<file path="config.mk">
export PLATFORM = sky130hd
export DESIGN_NAME = cpc_port_fsm
export DESIGN_NICKNAME = d
export VERILOG_FILES = /design/src/rtl/cpc_pkg.sv /design/src/rtl/cpc_port_fsm.sv /design/src/rtl/cpc_timer.sv /design/src/rtl/cpc_event.sv
export SDC_FILE = /design/constraint.sdc
export NUM_CORES = 1
export LEC_CHECK = 0
export ABC_AREA = 1
export BUFFER_PORTS_ARGS = -buffer_cell sky130_fd_sc_hd__buf_4
export CAP_MARGIN = 20
export CORE_ASPECT_RATIO = 0.6
export CORE_UTILIZATION = 54
export CTS_CLUSTER_DIAMETER = 30
export DETAILED_ROUTE_END_ITERATION = 16
export PLACE_DENSITY = 0.79
export SYNTH_ARGS = -nofsm -noshare
export SYNTH_HDL_FRONTEND = slang
export SYNTH_SLANG_ARGS = --single-unit
</file>
<file path="constraint.sdc">
create_clock -name ref_clk -period 2.8 [get_ports ref_clk]
set_input_delay 0.84 -clock ref_clk [delete_from_list [all_inputs] [get_ports ref_clk]]
set_output_delay 0.84 -clock ref_clk [all_outputs]
set_load 0.01 [all_outputs]
</file>
<file path="src/rtl/cpc_pkg.sv">
/*
  Package for the per-port cable connection state machine.
  Assumes a single 10 MHz clock; all times are counted in cycles of it.
*/
package cpc_pkg;
  localparam int unsigned CLK_HZ = 10000000;
  // Times in microseconds
  localparam int unsigned RESET_DETECT_US    = 1;
  localparam int unsigned DETECT_MIN_US      = 2;
  localparam int unsigned SHORT_RESET_US     = 2;
  localparam int unsigned NOTIFY_HOLD_US     = 4;
  localparam int unsigned BIAS_HOLD_US       = 3;
  // Least times, rounded up to whole cycles
  localparam int unsigned RESET_DETECT_CYC = (RESET_DETECT_US * (CLK_HZ / 1000) + 999) / 1000;
  localparam int unsigned DETECT_MIN_CYC   = (DETECT_MIN_US * (CLK_HZ / 1000) + 999) / 1000;
  localparam int unsigned SHORT_RESET_CYC  = (SHORT_RESET_US * (CLK_HZ / 1000) + 999) / 1000;
  localparam int unsigned NOTIFY_HOLD_CYC  = (NOTIFY_HOLD_US * (CLK_HZ / 1000) + 999) / 1000;
  localparam int unsigned BIAS_HOLD_CYC    = (BIAS_HOLD_US * (CLK_HZ / 1000) + 999) / 1000;
  localparam int unsigned RESUME_WAIT_ALONE = 5;
  localparam int unsigned RESUME_WAIT_BNODE = 2;
  localparam int unsigned TIMER_W           = 16;
  localparam int unsigned PORT_COUNT_DEF    = 3;

  typedef enum logic [3:0] {
    CPC_DISCONNECTED,
    CPC_RESUMING,
    CPC_ACTIVE,
    CPC_INIT_SEND,
    CPC_INIT_WAIT,
    CPC_INIT_HOLD,
    CPC_TARGET,
    CPC_SUSPENDED,
    CPC_DISABLED
  } cpc_state_t;
endpackage

</file>
<file path="src/rtl/cpc_port_fsm.sv">
/*
  Cable port connection state machines, one per port, with per-port timers.
  Assumes all inputs synchronous to ref_clk; control bits held as levels by the
  register logic outside, requests given as one-cycle pulses.
*/
// Functional notes
// - Power reset puts every port in disconnected.
// - Disable bit set moves any state to disabled.
// - Disconnected: no bias, outputs high impedance; connect detect always works.
// - Disconnected goes to resuming when peer detected attached.
// - Resuming waits five reset-detect intervals alone, two if other ports active.
// - Resuming or suspended losing connection returns to disconnected.
// - Resuming, connected with bias seen, becomes active.
// - Resuming, connected without bias, becomes suspended.
// - Active becomes suspend initiator on suspend-request bit set.
// - Active receiving suspend signal becomes suspend target.
// - Active losing bias goes to suspended.
// - Initiator replies with suspend bit set; other active ports get bus reset.
// - Initiator sends suspend, waits bias low, faults on notify-hold timeout, tri-states.
// - Initiator sends for short-reset, drives bias low bias-hold, faults if bias is back while connected.
// - Target repeats suspend on other active ports, drives bias low.
// - Target waits bias-hold for bias low, faults if bias still seen while connected.
// - Initiator and target always finish in suspended.
// - Unfaulted suspended port resumes on resume bit, resume packet or bias.
// - Faulted suspended port stays, clears fault when bias goes away.
// - Disable cleared: disconnected if unattached, else suspended.
// - Entering resuming: clear timer, drive bias, mark other ports resume.
// - Resuming, suspended, disabled report interrupt or link-on to link.
module cpc_port_fsm import cpc_pkg::*; #(
  parameter int unsigned PORT_COUNT = PORT_COUNT_DEF
) (
  input  wire logic                  ref_clk,
  input  wire logic                  rst_n,
  input  wire logic [PORT_COUNT-1:0] connect_detect,
  input  wire logic [PORT_COUNT-1:0] bias_detect,
  input  wire logic [PORT_COUNT-1:0] rx_suspend,
  input  wire logic [PORT_COUNT-1:0] port_disable,
  input  wire logic [PORT_COUNT-1:0] suspend_req,
  input  wire logic [PORT_COUNT-1:0] resume_req,
  input  wire logic [PORT_COUNT-1:0] resume_pkt,
  input  wire logic [PORT_COUNT-1:0] int_enable,
  input  wire logic                  link_powered,
  input  wire logic                  wakeup,
  output logic [PORT_COUNT-1:0]      port_active,
  output logic [PORT_COUNT-1:0]      port_fault,
  output logic [PORT_COUNT-1:0]      bias_out,
  output logic [PORT_COUNT-1:0]      bias_oe_n,
  output logic [PORT_COUNT-1:0]      tx_suspend,
  output logic [PORT_COUNT-1:0]      tx_suspend_repeat,
  output logic [PORT_COUNT-1:0]      line_oe_n,
  output logic [PORT_COUNT-1:0]      suspend_reply,
  output logic [PORT_COUNT-1:0]      bus_reset_req,
  output logic [PORT_COUNT-1:0]      resume_mark,
  output logic [PORT_COUNT-1:0]      int_event,
  output logic [PORT_COUNT-1:0]      link_on_event
);
  localparam logic [TIMER_W-1:0] T_RDET  = TIMER_W'(RESET_DETECT_CYC);
  localparam logic [TIMER_W-1:0] T_DMIN  = TIMER_W'(DETECT_MIN_CYC);
  localparam logic [TIMER_W-1:0] T_SHORT = TIMER_W'(SHORT_RESET_CYC);
  localparam logic [TIMER_W-1:0] T_NOTE  = TIMER_W'(NOTIFY_HOLD_CYC);
  localparam logic [TIMER_W-1:0] T_BHOLD = TIMER_W'(BIAS_HOLD_CYC);
  localparam logic [TIMER_W-1:0] T_WAIT5 = TIMER_W'(RESUME_WAIT_ALONE * RESET_DETECT_CYC);
  localparam logic [TIMER_W-1:0] T_WAIT2 = TIMER_W'(RESUME_WAIT_BNODE * RESET_DETECT_CYC);

  logic [PORT_COUNT-1:0] act_vec;
  logic [PORT_COUNT-1:0] entering_resume;
  logic [PORT_COUNT-1:0] sus_entry;
  logic [PORT_COUNT-1:0] tgt_vec;

  assign port_active = act_vec;

  genvar gi;
  generate
    for (gi = 0; gi < PORT_COUNT; gi++) begin : g_port
      cpc_state_t       state_reg;
      cpc_state_t       state_next;
      logic             fault_reg;
      logic             fault_next;
      logic             bias_drv_reg;
      logic             bias_drv_next;
      logic             bias_val_reg;
      logic             bias_val_next;
      logic             txs_reg;
      logic             txs_next;
      logic             clr;
      logic             others_active;
      logic             others_target;
      logic             report;
      logic [TIMER_W-1:0] tmr;
      logic [TIMER_W-1:0] wait_lim;

      cpc_timer #(.WIDTH(TIMER_W)) u_timer (
        .ref_clk (ref_clk),
        .rst_n   (rst_n),
        .clear   (clr),
        .count   (tmr)
      );

      always_comb begin
        others_active = |(act_vec & ~(PORT_COUNT'(1) << gi));
        others_target = |(tgt_vec & ~(PORT_COUNT'(1) << gi));
        wait_lim      = others_active ? T_WAIT2 : T_WAIT5;
        state_next    = state_reg;
        fault_next    = fault_reg;
        bias_drv_next = bias_drv_reg;
        bias_val_next = bias_val_reg;
        txs_next      = 1'b0;
        clr           = 1'b0;
        if (port_disable[gi]) begin
          state_next    = CPC_DISABLED;
          bias_drv_next = 1'b0;
        end else begin
          case (state_reg)
            CPC_DISCONNECTED: begin
              bias_drv_next = 1'b0;
              if (connect_detect[gi]) begin
                state_next    = CPC_RESUMING;
                clr           = 1'b1;
                bias_drv_next = 1'b1;
                bias_val_next = 1'b1;
              end
            end
            CPC_RESUMING: begin
              if (fault_reg && (bias_detect[gi] || tmr >= T_DMIN)) begin
                bias_drv_next = 1'b0;
              end
              if (!connect_detect[gi]) begin
                state_next    = CPC_DISCONNECTED;
                bias_drv_next = 1'b0;
              end else if (tmr >= wait_lim && tmr >= T_DMIN) begin
                if (bias_detect[gi]) begin
                  state_next = CPC_ACTIVE;
                end else begin
                  state_next    = CPC_SUSPENDED;
                  bias_drv_next = 1'b0;
                end
              end
            end
            CPC_ACTIVE: begin
              if (suspend_req[gi]) begin
                state_next = CPC_INIT_SEND;
                clr        = 1'b1;
              end else if (rx_suspend[gi]) begin
                state_next    = CPC_TARGET;
                clr           = 1'b1;
                bias_drv_next = 1'b1;
                bias_val_next = 1'b0;
              end else if (!bias_detect[gi]) begin
                state_next    = CPC_SUSPENDED;
                bias_drv_next = 1'b0;
              end
            end
            CPC_INIT_SEND: begin
              txs_next = tmr < T_SHORT;
              if (tmr >= T_SHORT) begin
                state_next = CPC_INIT_WAIT;
              end
            end
            CPC_INIT_WAIT: begin
              if (!bias_detect[gi]) begin
                state_next    = CPC_INIT_HOLD;
                clr           = 1'b1;
                bias_val_next = 1'b0;
              end else if (tmr >= T_NOTE) begin
                state_next    = CPC_SUSPENDED;
                bias_drv_next = 1'b0;
                fault_next    = connect_detect[gi];
              end
            end
            CPC_INIT_HOLD: begin
              if (tmr >= T_BHOLD) begin
                state_next    = CPC_SUSPENDED;
                bias_drv_next = 1'b0;
                fault_next    = bias_detect[gi] && connect_detect[gi];
              end
            end
            CPC_TARGET: begin
              if (!bias_detect[gi] || tmr >= T_BHOLD) begin
                state_next    = CPC_SUSPENDED;
                bias_drv_next = 1'b0;
                fault_next    = bias_detect[gi] && connect_detect[gi];
              end
            end
            CPC_SUSPENDED: begin
              if (!connect_detect[gi]) begin
                state_next = CPC_DISCONNECTED;
                fault_next = 1'b0;
              end else if (fault_reg) begin
                if (!bias_detect[gi]) begin
                  fault_next = 1'b0;
                end
              end else if (resume_req[gi] || resume_pkt[gi] || bias_detect[gi]) begin
                state_next    = CPC_RESUMING;
                clr           = 1'b1;
                bias_drv_next = 1'b1;
                bias_val_next = 1'b1;
              end
            end
            CPC_DISABLED: begin
              bias_drv_next = 1'b0;
              fault_next    = fault_reg && bias_detect[gi];
              state_next    = connect_detect[gi] ? CPC_SUSPENDED : CPC_DISCONNECTED;
            end
            default: begin
              state_next = CPC_DISCONNECTED;
            end
          endcase
        end
      end

      always_ff @(posedge ref_clk or negedge rst_n) begin
        if (!rst_n) begin
          state_reg    <= CPC_DISCONNECTED;
          fault_reg    <= 1'b0;
          bias_drv_reg <= 1'b0;
          bias_val_reg <= 1'b0;
          txs_reg      <= 1'b0;
        end else begin
          state_reg    <= state_next;
          fault_reg    <= fault_next;
          bias_drv_reg <= bias_drv_next;
          bias_val_reg <= bias_val_next;
          txs_reg      <= txs_next;
        end
      end

      always_comb begin
        act_vec[gi]         = state_reg == CPC_ACTIVE;
        tgt_vec[gi]         = state_reg == CPC_TARGET;
        sus_entry[gi]       = state_reg == CPC_ACTIVE && state_next == CPC_INIT_SEND;
        entering_resume[gi] = state_reg != CPC_RESUMING && state_next == CPC_RESUMING;
        report = state_reg == CPC_RESUMING || state_reg == CPC_SUSPENDED || state_reg == CPC_DISABLED;
      end

      assign port_fault[gi]        = fault_reg;
      assign bias_out[gi]          = bias_val_reg;
      assign bias_oe_n[gi]         = !bias_drv_reg;
      assign tx_suspend[gi]        = txs_reg;
      assign line_oe_n[gi]         = !(state_reg == CPC_ACTIVE || state_reg == CPC_INIT_SEND);
      assign tx_suspend_repeat[gi] = act_vec[gi] && others_target;
      assign suspend_reply[gi]     = sus_entry[gi];
      assign bus_reset_req[gi]     = act_vec[gi] && |(sus_entry & ~(PORT_COUNT'(1) << gi));
      assign resume_mark[gi]       = |(entering_resume & ~(PORT_COUNT'(1) << gi));

      cpc_event u_event (
        .ref_clk       (ref_clk),
        .rst_n         (rst_n),
        .report_en     (report),
        .int_enable    (int_enable[gi]),
        .link_powered  (link_powered),
        .wakeup        (wakeup),
        .int_event     (int_event[gi]),
        .link_on_event (link_on_event[gi])
      );
    end
  endgenerate
endmodule // cpc_port_fsm

</file>
<file path="src/rtl/cpc_timer.sv">
/*
  Per-port connection timer: counts ref_clk cycles, cleared on demand, saturates.
  Assumes one clock domain.
*/
module cpc_timer import cpc_pkg::*; #(
  parameter int unsigned WIDTH = TIMER_W
) (
  input  wire logic             ref_clk,
  input  wire logic             rst_n,
  input  wire logic             clear,
  output logic [WIDTH-1:0]      count
);
  logic [WIDTH-1:0] count_reg;
  logic [WIDTH-1:0] count_next;

  always_comb begin
    count_next = count_reg;
    if (clear) begin
      count_next = '0;
    end else if (count_reg != {WIDTH{1'b1}}) begin
      count_next = count_reg + 1'b1;
    end
  end

  always_ff @(posedge ref_clk or negedge rst_n) begin
    if (!rst_n) begin
      count_reg <= '0;
    end else begin
      count_reg <= count_next;
    end
  end

  assign count = count_reg;
endmodule // cpc_timer

</file>
<file path="src/rtl/cpc_event.sv">
/*
  Event reporting toward the link for one port: interrupt or link-on level, held while reporting.
  Assumes link status inputs synchronous to ref_clk.
*/
module cpc_event import cpc_pkg::*; (
  input  wire logic ref_clk,
  input  wire logic rst_n,
  input  wire logic report_en,
  input  wire logic int_enable,
  input  wire logic link_powered,
  input  wire logic wakeup,
  output logic      int_event,
  output logic      link_on_event
);
  logic int_reg;
  logic int_next;
  logic lon_reg;
  logic lon_next;
  logic link_up;

  always_comb begin
    link_up  = link_powered;
    int_next = 1'b0;
    lon_next = 1'b0;
    if (report_en) begin
      if (int_enable && link_up) begin
        int_next = 1'b1;
      end else if (!link_up && wakeup) begin
        lon_next = 1'b1;
      end
    end
  end

  always_ff @(posedge ref_clk or negedge rst_n) begin
    if (!rst_n) begin
      int_reg <= 1'b0;
      lon_reg <= 1'b0;
    end else begin
      int_reg <= int_next;
      lon_reg <= lon_next;
    end
  end

  assign int_event     = int_reg;
  assign link_on_event = lon_reg;
endmodule // cpc_event

</file>
* Word level (Yosys, flattened, before mapping)
Cells that the tools add are included. Widths: inputs -> output; s select.
Operators by class: add/sub/neg operators 3, equal/unequal tests 96, mux-type cells 193, bitwise gates (word level) 3, reduce and logical (&&, ||, !) cells 95, order comparisons 15
Operator list (number):
- $mux 4 | 45
- $mux 1 | 118
- $pmux 4 s9 | 3
- $ge 16x5->1 const B | 6
- $mux 16 | 6
- $ne 3x3->1 const B | 21
- $ne 2x2->1 const B | 30
- $add 16x1->16 const B | 3
- $eq 4x3->1 const B | 12
- $ge 16x6->1 | 3
- $ge 16x6->1 const B | 3
- $lt 16x5->1 const B | 3
- $ne 16x16->1 const B | 3
- $eq 4x2->1 const B | 9
- $reduce_and 10->1 | 3
- $logic_and 1x1->1 | 28
- $reduce_and 9->1 | 3
- $reduce_bool 9->1 | 3
- $eq 4x1->1 const B | 6
- $pmux 1 s4 | 6
- $pmux 1 s8 | 3
- $reduce_or 2->1 | 12
- $logic_or 1x1->1 | 21
- $mux 3 | 6
- 14 further kinds | 49
Storage, ports and cells: logic and storage cells 429, input bits 28, output and inout bits 36, register bits after elaboration 78

* Longest topological paths before layout
Gate-level depths: netlist (run 1).
depth in word-level cells 13, depth in mapped cells 17, gate-level depth less buffers 16

* Modules after synthesis
A second synthesis (run 1) with hierarchy kept.
Second synthesis, totals: cell total of the unflattened synthesis 977, area, all modules 6323.6 sq um
By module, submodules not included:
- cpc_port_fsm | sequential area each 600.6 sq um, cells an instance 551, instances 1, area each 3163.0 sq um
- cpc_timer | sequential area each 400.4 sq um, cells an instance 135, instances 3, area each 982.2 sq um
- cpc_event | sequential area each 50.0 sq um, cells an instance 7, instances 3, area each 71.3 sq um

* Least setup slack after synthesis (run 1)
Ideal clock, no wire load.
path type input to output, start point in connect_detect[2], end point out resume_mark[0], path buffers 1, arrival 1.957 ns, required time 1.960 ns, slack 0.003 ns, stages on the path 9, cells stage by stage buf_2 -> inv_1 -> nor4_1 -> nand2_1 -> nand2_1 -> nand2_1 -> nor2_1 -> nand2_1 -> nand2_1
Between the ends: cells in the longest elaborated chain, start to end 6, elaborated cells on any way between the ends 9, classes of those cells 1 x eq/ne; 6 x mux; 2 x reduce/logical
RTL lines:
- from (decl) | line cpc_port_fsm.sv:34 | input wire logic [PORT_COUNT-1:0] connect_detect,
- $mux 3 (tied with other cells) | line cpc_port_fsm.sv:202 | state_next = connect_detect[gi] ? CPC_SUSPENDED : CPC_DISCONNECTED;
- $pmux 4 s9 * | line cpc_port_fsm.sv:113 | case (state_reg)
- $mux 4 * | line cpc_port_fsm.sv:109 | if (port_disable[gi]) begin
- $eq 4x1->1 * | line cpc_port_fsm.sv:231 | entering_resume[gi] = state_reg != CPC_RESUMING && state_next == CPC_RESUMING;
- $logic_and 1x1->1 * | line cpc_port_fsm.sv:231
- $reduce_or 2->1 * | line cpc_port_fsm.sv:243 | assign resume_mark[gi] = |(entering_resume & ~(PORT_COUNT'(1) << gi));
- to (decl) | line cpc_port_fsm.sv:53 | output logic [PORT_COUNT-1:0] resume_mark,
Every way passes the cells marked *; elsewhere a longest branch is shown, timed or not.

* Final worst setup path (run 1)
start point reg g_port[1].state_reg[1], end point out resume_mark[1]
Between the ends: cells in the longest elaborated chain, start to end 12, elaborated cells on any way between the ends 22, classes of those cells 2 x order compare; 3 x eq/ne; 10 x mux; 7 x reduce/logical
RTL lines:
- from (decl) | line cpc_port_fsm.sv:75 | cpc_state_t state_reg;
- from (signal assigned) | line cpc_port_fsm.sv:219 | state_reg <= state_next;
- $eq 4x2->1 | line cpc_port_fsm.sv:228 | act_vec[gi] = state_reg == CPC_ACTIVE;
- $reduce_or 2->1 | line cpc_port_fsm.sv:100 | others_active = |(act_vec & ~(PORT_COUNT'(1) << gi));
- $mux 6 | line cpc_port_fsm.sv:102 | wait_lim = others_active ? T_WAIT2 : T_WAIT5;
- $ge 16x6->1 | line cpc_port_fsm.sv:130 | end else if (tmr >= wait_lim && tmr >= T_DMIN) begin
- $logic_and 1x1->1 | line cpc_port_fsm.sv:130
- $mux 4 | line cpc_port_fsm.sv:130
- $mux 4 | line cpc_port_fsm.sv:127 | if (!connect_detect[gi]) begin
- $pmux 4 s9 | line cpc_port_fsm.sv:113
- $mux 4 | line cpc_port_fsm.sv:109
- named net g_port[2].state_next[1] | line cpc_port_fsm.sv:76 | cpc_state_t state_next;
- $eq 4x1->1 | line cpc_port_fsm.sv:231
- $logic_and 1x1->1 | line cpc_port_fsm.sv:231
- $reduce_or 2->1 | line cpc_port_fsm.sv:243
The timed path passes the listed nets, and every way through them passes these cells.

==> results by stage, run 1 <==
Place:
- The HPWL after detailed placement is 12900 µm.
- Before CTS, the worst setup slack after placement is -0.1115 ns.
- The quantity of I/O buffers inserted on ports is 63.
- The number of placed instances, taps included, is 1095.
- The congestion estimate from routability-driven global placement came to 0.9738.
- Summing all placed instances gives a cell area of 6665 µm².

Run status:
- The checks that failed: negative setup slack.
- The run finished, with violations left.

CTS:
- For this design, the sink count on the clock tree is 78.
- The number of buffers added by the clock tree synthesis step is 9.
- The clock passes through at most 2 buffers.
- TritonCTS built the clock tree.
- In this run the number of H-tree levels came out at 3.
- The register clock-pin slew on the reported worst setup and hold paths is 0.06 ns.
- The later pin in the worst-skew pair is clocked with a latency of 0.34 ns.
- The buffer cell driving the clock tree root is sky130_fd_sc_hd__clkbuf_16.

STA:
- The hold violation total from the final report is 0.
- The count of endpoints failing setup in the final report is 3.
- The minimum setup slack in the final design is -0.1767 ns.
- The worst-margin pin slew is just over 0.7 ns.
- Setup repair after global routing could not meet its margin everywhere.
- The share of the cycle needed by the critical path after routing is 1.063.
- The maximum achievable frequency is between 300 and 400 MHz.
- The worst setup skew after layout is 0.007656 ns.
- The minimum period implied by the final worst setup slack is 2.977 ns.
- The worst slew margin relative to its limit is 0.5210.
- The final count of pins violating max slew is 0.
- Hold is met by 0.5109 ns.
- Setup total negative slack on the finished layout was measured at -0.4747 ns.

Synthesis:
- Of the synthesized area, sequential elements account for 0.3325.
- After synthesis the cells add up to 5871 µm².
- For this run, the number of Yosys warnings is 0.
- Synthesis produced 877 cells.
- Of all flip-flops after synthesis, the portion carrying an async set or reset was 1.000.
- Synthesis produced a netlist with a net count of about 910.
- For this run, the leading register cell type out of synthesis is sky130_fd_sc_hd__dfrtp_1.
- The post-synthesis average cell area is 6.694 µm².
- The number of enable flip-flop cells after synthesis is 0.
- The number of synthesized register bits is 78.
- The number of distinct standard cells referenced by the synthesized netlist is 41.

Drt:
- The number of DRC violations after detailed routing is 0.
- The average via count per standard cell is 5.710.
- The number of iterations in the first detailed-routing pass is 9.
- Detailed routing inserted a total of 6487 vias.
- After detailed routing, the average wire length per cell comes to 15.52 µm.
- Summed over all layers, the routed wires come to around 18000 µm.
- The DRC violation total after the first TritonRoute iteration is between 900 and 1000.
- The count of nets left with antenna violations once routing finished came out at 0.

Worst setup path:
- The required arrival time at the worst endpoint is 1.96 ns.
- The maximum net fanout on the critical path is 3.
- The kind of start point of the critical path is a flop.
- The arrival time at the worst endpoint is 2.14 ns.
- The type of element capturing the critical path is an output pin.
- The startpoint-to-endpoint class of the critical path is flop to output pin.

GRT:
- The maximum number of pins on one net before global-route repair is 45.
- The first global-routing pass estimated 26460 µm of wire.
- Global routing finished with a remaining overflow of 0.
- The via count of the first global-routing pass was roughly 5200.
- The overall fraction of global-route tracks in use is 0.3066.
- The number of antenna violations at the first check in global routing is 1.

Layout:
- The area of the multi-input gates is 3412 µm².
- The library cell used most frequently in the layout, excluding fill and tap cells, is sky130_fd_sc_hd__nand2_1.
- The final cell count without fillers is 1136.
- The number of flip-flops in the largest register is 48.
- The number of filler cells placed in the layout is 866.
- Registers take 1957 µm².
- Leaving out fill and tap cells, the most frequent cells in the layout are 179 x sky130_fd_sc_hd__nand2_1, 122 x sky130_fd_sc_hd__buf_4, 119 x sky130_fd_sc_hd__inv_1.
- Of the cells placed in the final design, the portion with a size suffix greater than 1 is 0.2347.
- The final net count is 1030.
- The post-synthesis to final-layout area growth is 25.60%.
- The cell area after layout is 7373 µm².
- The number of antenna cells inserted is 0.

Floorplanning:
- The total die area is 11310 µm².
- For this configuration, the core starts out at a cell density of 0.5560.
- The total area inside the core boundary comes to 10560 µm².
- The floorplan step set the die width to between 100 and 150 µm.
- 64 I/O pins were placed.
- The number of placement rows is 29.
- Measured along the y axis, the die boundary spans about 83 µm.

Run:
- The max-capacitance violation count is 0.

Pwr:
- The maximum ir drop on the vdd rail is ~0.36 mV.
- The total power density per cell area is approximately 670 nW/µm².
- The static leakage power is slightly below 4 nW.

Hold path:
- The tightest min-delay check is of the flop to flop type.
[routing by layer]
metal	GRT usage	wire length, µm
met1	0.4888	8476
met2	0.4030	7027
met3	0.07265	1955
met4	0.06222	167
met5	0	0
[layout make-up]
class / count / area share
Clock buffer: 10 / 0.03105
Clock inverter: 5 / 0.007976
Inverter: 135 / 0.07008
Timing Repair Buffer: 131 / 0.1391
Multi-Input combinational cell: 638 / 0.4628
Tap cell: 139 / 0.02359
Sequential cell: 78 / 0.2654
[where the power goes]
group / leakage [nW] / switching [mW] / internal (mW)
sequential: 1.03 / 0.264 / 1.36
combinational: 2.74 / 1.32 / 0.824
clock: 0.135 / 0.487 / 0.688
total: 3.90 / 2.07 / 2.87
[worst paths after layout]
check                                                          endpoint  slack [ns]                               start  cells past startpoint
worst max-delay path                                     resume_mark[1]       -0.18    g_port[1].state_reg[1]$_DFF_PN0_                     17
worst min-delay path                 g_port[2].bias_drv_reg$_DFFE_PN0P_        0.51  g_port[2].bias_drv_reg$_DFFE_PN0P_                      2
worst max register to register   g_port[1].u_timer.count[0]$_DFFE_PN0P_        0.61    g_port[1].state_reg[2]$_DFF_PN0_                     15
worst min register to register       g_port[2].bias_drv_reg$_DFFE_PN0P_        0.51  g_port[2].bias_drv_reg$_DFFE_PN0P_                      2
max in group asynchronous       g_port[2].u_timer.count[10]$_DFFE_PN0P_        1.65                               rst_n                      2
min in group asynchronous       g_port[1].u_timer.count[11]$_DFFE_PN0P_        0.52                               rst_n                      1
[per-stage QoR]
stage / total power, mW / util
3_3_place_gp: 3.452 / 0.6312
2_1_floorplan: 2.879 / -
4_1_cts: 4.724 / 0.6692
6_report: 4.939 / 0.6983
3_5_place_dp: 3.477 / 0.6312
5_1_grt: 5.255 / 0.6983
[synth_stat cells (3+ instances only)]
library cell	n	area [µm²]
sky130_fd_sc_hd__a31oi_1	13	81.33
sky130_fd_sc_hd__nand3_1	62	310.3
sky130_fd_sc_hd__buf_2	3	15.01
sky130_fd_sc_hd__nand2_1	189	709.4
sky130_fd_sc_hd__nor4_1	6	37.54
sky130_fd_sc_hd__nand2_2	9	56.30
sky130_fd_sc_hd__o21a_1	3	22.52
sky130_fd_sc_hd__nor2_4	6	67.56
sky130_fd_sc_hd__nand3_2	3	30.03
sky130_fd_sc_hd__xor2_1	15	131.4
sky130_fd_sc_hd__nor3_1	41	205.2
sky130_fd_sc_hd__clkbuf_1	5	18.77
sky130_fd_sc_hd__nand4_1	20	125.1
sky130_fd_sc_hd__o22ai_1	3	18.77
sky130_fd_sc_hd__a21oi_1	42	210.2
sky130_fd_sc_hd__inv_2	11	41.29
sky130_fd_sc_hd__a211oi_1	3	22.52
sky130_fd_sc_hd__dfrtp_1	78	1952
sky130_fd_sc_hd__nor2_1	119	446.7
sky130_fd_sc_hd__o21ai_0	46	230.2
sky130_fd_sc_hd__nor2_2	9	56.30
sky130_fd_sc_hd__o2111ai_1	3	26.28
sky130_fd_sc_hd__inv_1	124	465.5
sky130_fd_sc_hd__nand4_2	3	37.54
sky130_fd_sc_hd__xnor2_1	6	52.55
sky130_fd_sc_hd__ha_1	9	112.6
sky130_fd_sc_hd__o21ai_1	8	40.04
sky130_fd_sc_hd__buf_6	3	33.78
sky130_fd_sc_hd__o211ai_1	5	37.54
sky130_fd_sc_hd__buf_4	15	112.6
[cells by family after synthesis]
kind of cell | after synthesis | share of synthesized area
and+or+nand+nor | 476 | 0.3706
buffers and inverters | 161 | 0.1170
AOI/OAI and AO/OA | 132 | 0.1294
DFF | 78 | 0.3325
xor gates and xnor gates | 21 | 0.03133
adders and majority gates | 9 | 0.01918
[timing repair]
item                                    4_1_cts  5_1_grt
buffers inserted                              6       20
endpoints found under the setup margin        3        5
gates resized for setup                      21       48
hold buffers                                  0        0
pin swaps                                    11       25
[worst max-delay path, stage by stage (launching register included)]
cell and delay (ns):
sky130_fd_sc_hd__dfrtp_1 0.39, sky130_fd_sc_hd__inv_2 0.09, sky130_fd_sc_hd__nor2_4 0.05, sky130_fd_sc_hd__nand2_4 0.07, sky130_fd_sc_hd__nand2_2 0.08, sky130_fd_sc_hd__ha_4 0.27, sky130_fd_sc_hd__nand2_2 0.05, sky130_fd_sc_hd__inv_2 0.06
sky130_fd_sc_hd__nand2_2 0.04, sky130_fd_sc_hd__nand2_2 0.07, sky130_fd_sc_hd__nand2_2 0.06, sky130_fd_sc_hd__nand2_1 0.05, sky130_fd_sc_hd__nand2_1 0.06, sky130_fd_sc_hd__a21oi_2 0.14, sky130_fd_sc_hd__nor2_1 0.05, sky130_fd_sc_hd__nand2_1 0.09
sky130_fd_sc_hd__nand2_1 0.07, sky130_fd_sc_hd__buf_6 0.12
Note: power is estimated with default switching activity, not from simulation.
==> inputs of run 2 (changes only) <==
Clock period 2.8 ns to 2.7 ns, I/O delays scaled along.
==> run 2 against run 1 <==
Against the previous run:
- the run still ends with negative setup slack left
- global-route usage is 0.79 points higher
- critical endpoint is now resume_mark[0]
- first-iteration DRC count is 10% lower
- die area stayed put
- sequential share of layout area is 0.072 points lower
- design area is 0.27% higher
- total power is 3.2% higher
- sequential power is 4% higher
- non-clock buffer count is 4 higher
- via count is 0.83% lower
- hold slack worse by 0.083 ns
- wire length is 0.19% higher
- clock-buffer cell count is 1 lower
==> results by stage, run 2 (synthesis gave the netlist of run 1 again) <==
Pwr:
- The maximum ir drop on the vdd rail is 0.3857 mV.
- The static leakage power is 3.921 nW.
- In this run the power density over the cells is slightly below 700 nW/µm².

CTS:
- The clock tree synthesis step divided the H-tree into 3 levels.
- The register clock-pin slew on the reported worst setup and hold paths is 0.07 ns.
- The number of clock sinks is between 70 and 80.
- The deepest clock path buffer count is 2.
- The buffer cell driving the clock tree root is sky130_fd_sc_hd__clkbuf_16.
- The insertion delay to the later sink of the worst-skew pair is between 0.3 and 0.4 ns.
- TritonCTS built the clock tree.
- The total of hold buffers inserted after clock tree synthesis is 0.
- The number of buffers added by the clock tree synthesis step is 9.

Worst setup path:
- The required arrival time at the worst endpoint is between 1.5 and 2 ns.
- Of all nets on the critical path, the largest fanout is 3.
- The length in cells of the worst reg-to-reg path is 13.
- The arrival time at the worst endpoint is 2.20 ns.
- The worst setup path is captured at an output pin.
- The startpoint-to-endpoint class of the critical path is flop to output pin.
- The kind of start point of the critical path is a flop.

Floorplanning:
- From left edge to right edge, the die measures between 100 and 150 µm.
- The floorplan step defined a die boundary enclosing about 11000 µm².
- After floorplanning, the core was sized to cover 10560 µm².
- The die span in y is 82.77 µm.
- The floorplan has 29 rows.
- The starting utilization of the core area is 0.5560.
- For this design the top-level I/O count stands at 64.

Layout:
- The number of flip-flops in the largest register is 48.
- Of the cells placed in the final design, the portion with a size suffix greater than 1 is 0.2465.
- Relative to the synthesized area, the layout overhead comes to 25.94%.
- Leaving out fill and tap cells, the most frequent cells in the layout are 177 x sky130_fd_sc_hd__nand2_1, 126 x sky130_fd_sc_hd__buf_4, 117 x sky130_fd_sc_hd__inv_1.
- The number of antenna cells inserted is 0.
- The final cell count without fillers is ~1100.
- The final layout contains 1034 nets.
- The leading cell type in the layout, fill and taps excluded is sky130_fd_sc_hd__nand2_1.

Drt:
- The average via count per standard cell is 5.638.
- The number of iterations in the first detailed-routing pass is 9.
- For this block, the routed nets add up to between 15000 and 20000 µm of wire.
- The average wire length per cell after detail routing is 15.48 µm.
- The number of nets with antenna violations after routing is 0.
- The DRC violation total after the first TritonRoute iteration is 830.
- The number of vias after detailed routing is about 6400.
- In the routed design, unresolved DRC markers number 0.

Run status:
- The final reports fail on negative setup slack.
- The run finished, with violations left.

STA:
- The minimum setup slack in the final design is -0.3094 ns.
- Static timing analysis puts the maximum clock frequency at 332.3 MHz.
- The hold violation total from the final report came to 0.
- Across the routed clock network, the largest skew measured is 0.007954 ns.
- The final count of pins violating max slew came to 0.
- Setup repair after global routing could not meet its margin everywhere.
- Measured against its own limit, the worst slew margin works out to 0.5161.
- The worst-margin pin slew is 0.7226 ns.
- The share of the cycle needed by the critical path after routing is 1.115.
- Setup violations remaining at the end of the flow were counted as 6.
- The minimum period implied by the final worst setup slack is 3.009 ns.

Place:
- The HPWL after detailed placement is 13370 µm.
- Counting tap cells, the placed design contains a total of ~1100 instances.
- Timing analysis after detailed placement gives a worst setup slack of -0.2012 ns.
- The final weighted congestion of routability-driven global placement is 1.007.
- The quantity of I/O buffers inserted on ports is 63.

GRT:
- The via count of the first global-routing pass is ~5300.
- For this run the aggregate overflow at the end of global routing stands at 0.
- The first global-routing pass estimated about 27000 µm of wire.
- In the global route stage, overall resource usage came out at 0.3145.
- The maximum number of pins on one net before global-route repair is 40.
- The number of antenna violations at the first check in global routing is 0.

Hold path:
- The kind of path behind the tightest hold check is input port to async pin.

Run:
- The max-capacitance violation count is 0.
==> run 2: cell types whose count changed in the layout (fill, tap and decap cells not counted), sizes merged <==
cell and delta:
buf +4, bufinv -1, clkbuf -1, clkinv +1, inv +2
==> run 2: timing repair <==
| item | in CTS | in global routing |
|---|---|---|
| resized for setup | 16 | 51 |
| buffers inserted | 4 | 14 |
| endpoints found under the setup margin | 7 | 6 |
| pin swaps | 12 | 27 |
==> run 2: per-layer routing <==
layer / vias up / GRT usage / routed length (µm)
met5: - / 0 / 0
met4: 0 / 0.05556 / 151
met3: 21 / 0.08547 / 1957
met2: 359 / 0.4025 / 6857
met1: 2950 / 0.5047 / 8692
li1: 3103 / - / -
==> run 2: area by class of cell <==
class	instances	area, µm²
clock buffer	9	225.2
clock inverter	7	66.31
fill	860	3166
inverter	135	509.2
multi-input combinational	638	3402
sequential	78	1957
tap	139	173.9
timing repair buffer	135	1060
==> run 2: critical path, cell delays in order, from the launching register on <==
cell and delay [ns]:
sky130_fd_sc_hd__dfrtp_1 0.39, sky130_fd_sc_hd__inv_2 0.09, sky130_fd_sc_hd__nor2_4 0.04, sky130_fd_sc_hd__nand2_2 0.08, sky130_fd_sc_hd__nand2_1 0.06, sky130_fd_sc_hd__ha_1 0.26, sky130_fd_sc_hd__nand2_1 0.05, sky130_fd_sc_hd__inv_1 0.06
sky130_fd_sc_hd__nand2_1 0.05, sky130_fd_sc_hd__nand2_2 0.07, sky130_fd_sc_hd__nand2_2 0.06, sky130_fd_sc_hd__nand2_1 0.07, sky130_fd_sc_hd__nand2_1 0.06, sky130_fd_sc_hd__a21oi_2 0.17, sky130_fd_sc_hd__nor2_1 0.06, sky130_fd_sc_hd__nand2_1 0.09
sky130_fd_sc_hd__nand2_1 0.08, sky130_fd_sc_hd__buf_6 0.12
==> run 2: through the flow <==
| stage | util | total power, mW | hold slack (ns) | area (µm²) | TNS (ns) |
|---|---|---|---|---|---|
| after floorplan | - | 2.988 | 0.4609 | 5877 | 0 |
| after global placement | 0.6418 | 3.611 | 0.4889 | 6777 | -0.3751 |
| after detailed placement | 0.6418 | 3.652 | 0.4920 | 6777 | -0.4855 |
| after CTS | 0.6765 | 4.927 | 0.4426 | 7143 | -0.8304 |
| after global routing | 0.7002 | 5.431 | 0.4698 | 7393 | -1.847 |
| final | 0.7002 | 5.095 | 0.4274 | 7393 | -1.225 |
==> run 2: final timing paths <==
path	startpoint	to	slack, ns
hold reg to reg	g_port[1].u_timer.count[7]$_DFFE_PN0P_	g_port[1].u_timer.count[7]$_DFFE_PN0P_	0.50
setup / recovery	g_port[0].state_reg[1]$_DFF_PN0_	resume_mark[0]	-0.31
hold / removal	rst_n	g_port[1].u_timer.count[12]$_DFFE_PN0P_	0.43
min in group ref_clk	g_port[1].u_timer.count[7]$_DFFE_PN0P_	g_port[1].u_timer.count[7]$_DFFE_PN0P_	0.50
setup reg to reg	g_port[2].state_reg[1]$_DFF_PN0_	g_port[0].bias_drv_reg$_DFFE_PN0P_	0.62
max in group asynchronous	rst_n	g_port[0].u_timer.count[9]$_DFFE_PN0P_	1.68
==> run 2: where the power goes <==
part,switching (mW),internal [mW],total (mW)
Clock,0.571,0.643,1.21
Combinational,1.38,0.825,2.20
Sequential,0.276,1.41,1.68
==> inputs of run 3 (changes only) <==
Settings changed: CORE_ASPECT_RATIO 0.6 to unset.
==> run 3 against run 2 <==
Against the previous run:
- the flow still finishes with violations (negative setup slack)
- wire length down 9.9%
- clock power shrank 34%
- utilization is 0.23 points lower
- combinational power shrank 2%
- first-iteration DRC count fell by 44%
- setup slack got worse by 0.052 ns
- non-clock buffer count is 6 higher
- maximum frequency shrank 1.7%
- critical path type unchanged
- largest cell class unchanged
- highest routed layer unchanged
==> results by stage, run 3 (synthesis gave the netlist of run 1 again) <==
GRT:
- After global routing the overflow that remains totals 0.
- The number of antenna violations at the first check in global routing is 0.
- The overall fraction of global-route tracks in use is 0.2858.
- For this run, global-route usage on met3 was measured as 0.03617.
- In the global route stage, met1 resource usage came out at 0.3995.
- The wire length of the first global-routing pass is around 26000 µm.
- The via count of the first global-routing pass was 5651.
- Entering global routing, the biggest net connects roughly 50 pins.
- The global-route layer with the greatest usage is met2.
- For met2 alone, demand over resource in global routing was 0.4378.

Run status:
- The flow ran to the end, but the final reports show violations.
- The checks that failed: negative setup slack.

STA:
- Static timing analysis puts the maximum clock frequency at 326.6 MHz.
- The final count of pins violating max slew is 0.
- The worst-margin pin slew is between 0.5 and 0.6 ns.
- Subtracting the final worst setup slack from the clock period gives 3.062 ns.
- The worst setup skew after layout is 0.01204 ns.
- Setup violations remaining at the end of the flow were counted as 5.
- The minimum setup slack in the final design is -0.3617 ns.
- The hold violation total from the final report is 0.
- The tightest hold path in the finished design has a slack of 0.3544 ns.
- Headroom to the max-slew limit came out at 0.6569.
- Setup repair after global routing could not meet its margin everywhere.
- Dividing the final minimum period by the clock period gives 1.134.

Drt:
- Summed over all layers, the routed wires come to 15910 µm.
- For this run, design rule violations remaining after detail routing come to 0.
- The detail route stage leaves a number of antenna-violating nets equal to 0.
- In the routed layout, each cell is associated on average with a via count of 5.537.
- In this run, the number of DRC markers left after iteration 0 of detailed routing was 461.
- The number of vias after detailed routing is 6334.
- Before antenna repair, the detailed router went through 5 iterations.
- The average wire length per cell after detail routing is about 14 µm.

Place:
- The congestion estimate from routability-driven global placement came to 0.9589.
- The estimated wirelength of the detail-placed design is 11840 µm.
- The count of buffers added on input and output ports is 63.
- The worst slack at placement is -0.1697 ns.
- After detailed placement, the total cell area comes to about 6800 µm².

CTS:
- The CTS tree is built.
- The deepest clock path buffer count is 2.
- For the worst-skew pair, the clock arrives at the later sink with an insertion delay of 0.37 ns.
- The clock tree synthesis step divided the H-tree into 3 levels.
- The register clock-pin slew on the reported worst setup and hold paths is 0.09 ns.
- The number of buffers added by the clock tree synthesis step is 9.
- The total of hold buffers inserted after clock tree synthesis is 0.
- The number of clock sinks is between 70 and 80.
- The buffer cell driving the clock tree root is sky130_fd_sc_hd__clkbuf_8.

Layout:
- Of the cells placed in the final design, the portion with a size suffix greater than 1 is 0.2411.
- The number of filler cells placed in the layout is 894.
- The leading cell type in the layout, fill and taps excluded is sky130_fd_sc_hd__nand2_1.
- The area of the multi-input gates is 3383 µm².
- The final layout contains 1040 nets.
- The number of flip-flops in the largest register is 48.
- The final core utilization is 0.6979.
- From synthesis to final layout, the design area changed by 23.83%.
- The top cell types in the final layout, fill and taps aside, are 177 x sky130_fd_sc_hd__nand2_1, 135 x sky130_fd_sc_hd__buf_4, 120 x sky130_fd_sc_hd__inv_1.
- The number of antenna cells inserted is 0.
- The area taken by flip-flops and latches is 1954 µm².
- The cell area after layout is between 7000 and 8000 µm².

Worst setup path:
- The critical path is of the flop to output pin type.
- The kind of start point of the critical path is a flop.
- The arrival time at the worst endpoint is 2.25 ns.
- STA classifies the critical path endpoint as an output pin.
- The required arrival time at the worst endpoint is 1.89 ns.
- Along the worst path, the maximum fanout reaches 5.

Floorplanning:
- The horizontal die dimension is 106.3 µm.
- The number of ports placed on the die boundary is 64.
- Measured along the y axis, the die boundary spans between 100 and 150 µm.
- The starting utilization of the core area is 0.5636.
- The number of placement rows is 37.
- The area of the core region is 10420 µm².
- The total die area is 11290 µm².

Pwr:
- The total design power is approximately 4.6 mW.
- Summed over all cells, the static leakage comes to 3.887 nW.
- For this design the ratio of total power to cell area is 633.3 nW/µm².
- The maximum ir drop on the vdd rail is 0.3435 mV.

Hold path:
- The kind of path behind the tightest hold check is input port to async pin.

Run:
- Max-cap violations in this run came to 0.
run 3: path summary, 6_finish.rpt:
| path | startpoint | endpoint | slack (ns) | cells past startpoint |
|---|---|---|---|---|
| min in group ref_clk | g_port[1].u_timer.count[7]$_DFFE_PN0P_ | g_port[1].u_timer.count[7]$_DFFE_PN0P_ | 0.52 | 1 |
| worst min-delay path | rst_n | g_port[2].u_timer.count[15]$_DFFE_PN0P_ | 0.35 | 1 |
| worst max register to register | g_port[1].state_reg[2]$_DFF_PN0_ | g_port[1].u_timer.count[0]$_DFFE_PN0P_ | 0.57 | 14 |
| max in group asynchronous | rst_n | g_port[1].u_timer.count[10]$_DFFE_PN0P_ | 1.74 | 2 |
| worst max-delay path | g_port[2].u_timer.count[9]$_DFFE_PN0P_ | resume_mark[0] | -0.36 | 13 |
| worst min register to register | g_port[1].u_timer.count[7]$_DFFE_PN0P_ | g_port[1].u_timer.count[7]$_DFFE_PN0P_ | 0.52 | 1 |
run 3: where the power goes:
group          leakage, nW  total, mW  internal (mW)  switching (mW)
Sequential            1.03       1.65           1.40           0.252
Clock               0.0885      0.795          0.327           0.468
Combinational         2.77       2.15          0.856            1.30
Total                 3.89       4.60           2.59            2.02
run 3: per-layer routing:
| metal | up-vias | part of all wire |
|---|---|---|
| met3 | 44 | 0.077 |
| li1 | 3099 | - |
| met5 | - | 0 |
| met2 | 307 | 0.45 |
| met4 | 0 | 0.028 |
| met1 | 2884 | 0.45 |
run 3: area by class of cell:
class,instances,area share
multi-input combinational,638,0.4654
sequential,78,0.2688
timing repair buffer,141,0.1499
inverter,135,0.06971
tap,136,0.02341
clock buffer,9,0.01704
clock inverter,7,0.005680
run 3: repair_timing:
item                                    CTS  global route
pin swaps                                 6            19
resized for setup                        18            33
endpoints found under the setup margin    7             9
setup buffers                             6            17
run 3: stage by stage:
step           TNS, ns  cells
2_1_floorplan        0    877
3_3_place_gp   -0.3862   1105
3_5_place_dp   -0.4005   1105
4_1_cts        -0.9838   1127
5_1_grt         -1.723   1144
6_report        -1.068   1144
run 3: critical path, cell delays in order, from the launching register on:
cell                      delay, ns
sky130_fd_sc_hd__dfrtp_1       0.42
sky130_fd_sc_hd__nor2_1        0.11
sky130_fd_sc_hd__nand2_1       0.09
sky130_fd_sc_hd__nor2_4        0.17
sky130_fd_sc_hd__buf_4         0.13
sky130_fd_sc_hd__nand3_2       0.10
sky130_fd_sc_hd__inv_1         0.14
sky130_fd_sc_hd__nor2_1        0.06
sky130_fd_sc_hd__nor3_2        0.15
sky130_fd_sc_hd__nand3_1       0.10
sky130_fd_sc_hd__nor2_1        0.11
sky130_fd_sc_hd__nand2_2       0.11
sky130_fd_sc_hd__nand2_2       0.08
sky130_fd_sc_hd__buf_6         0.10
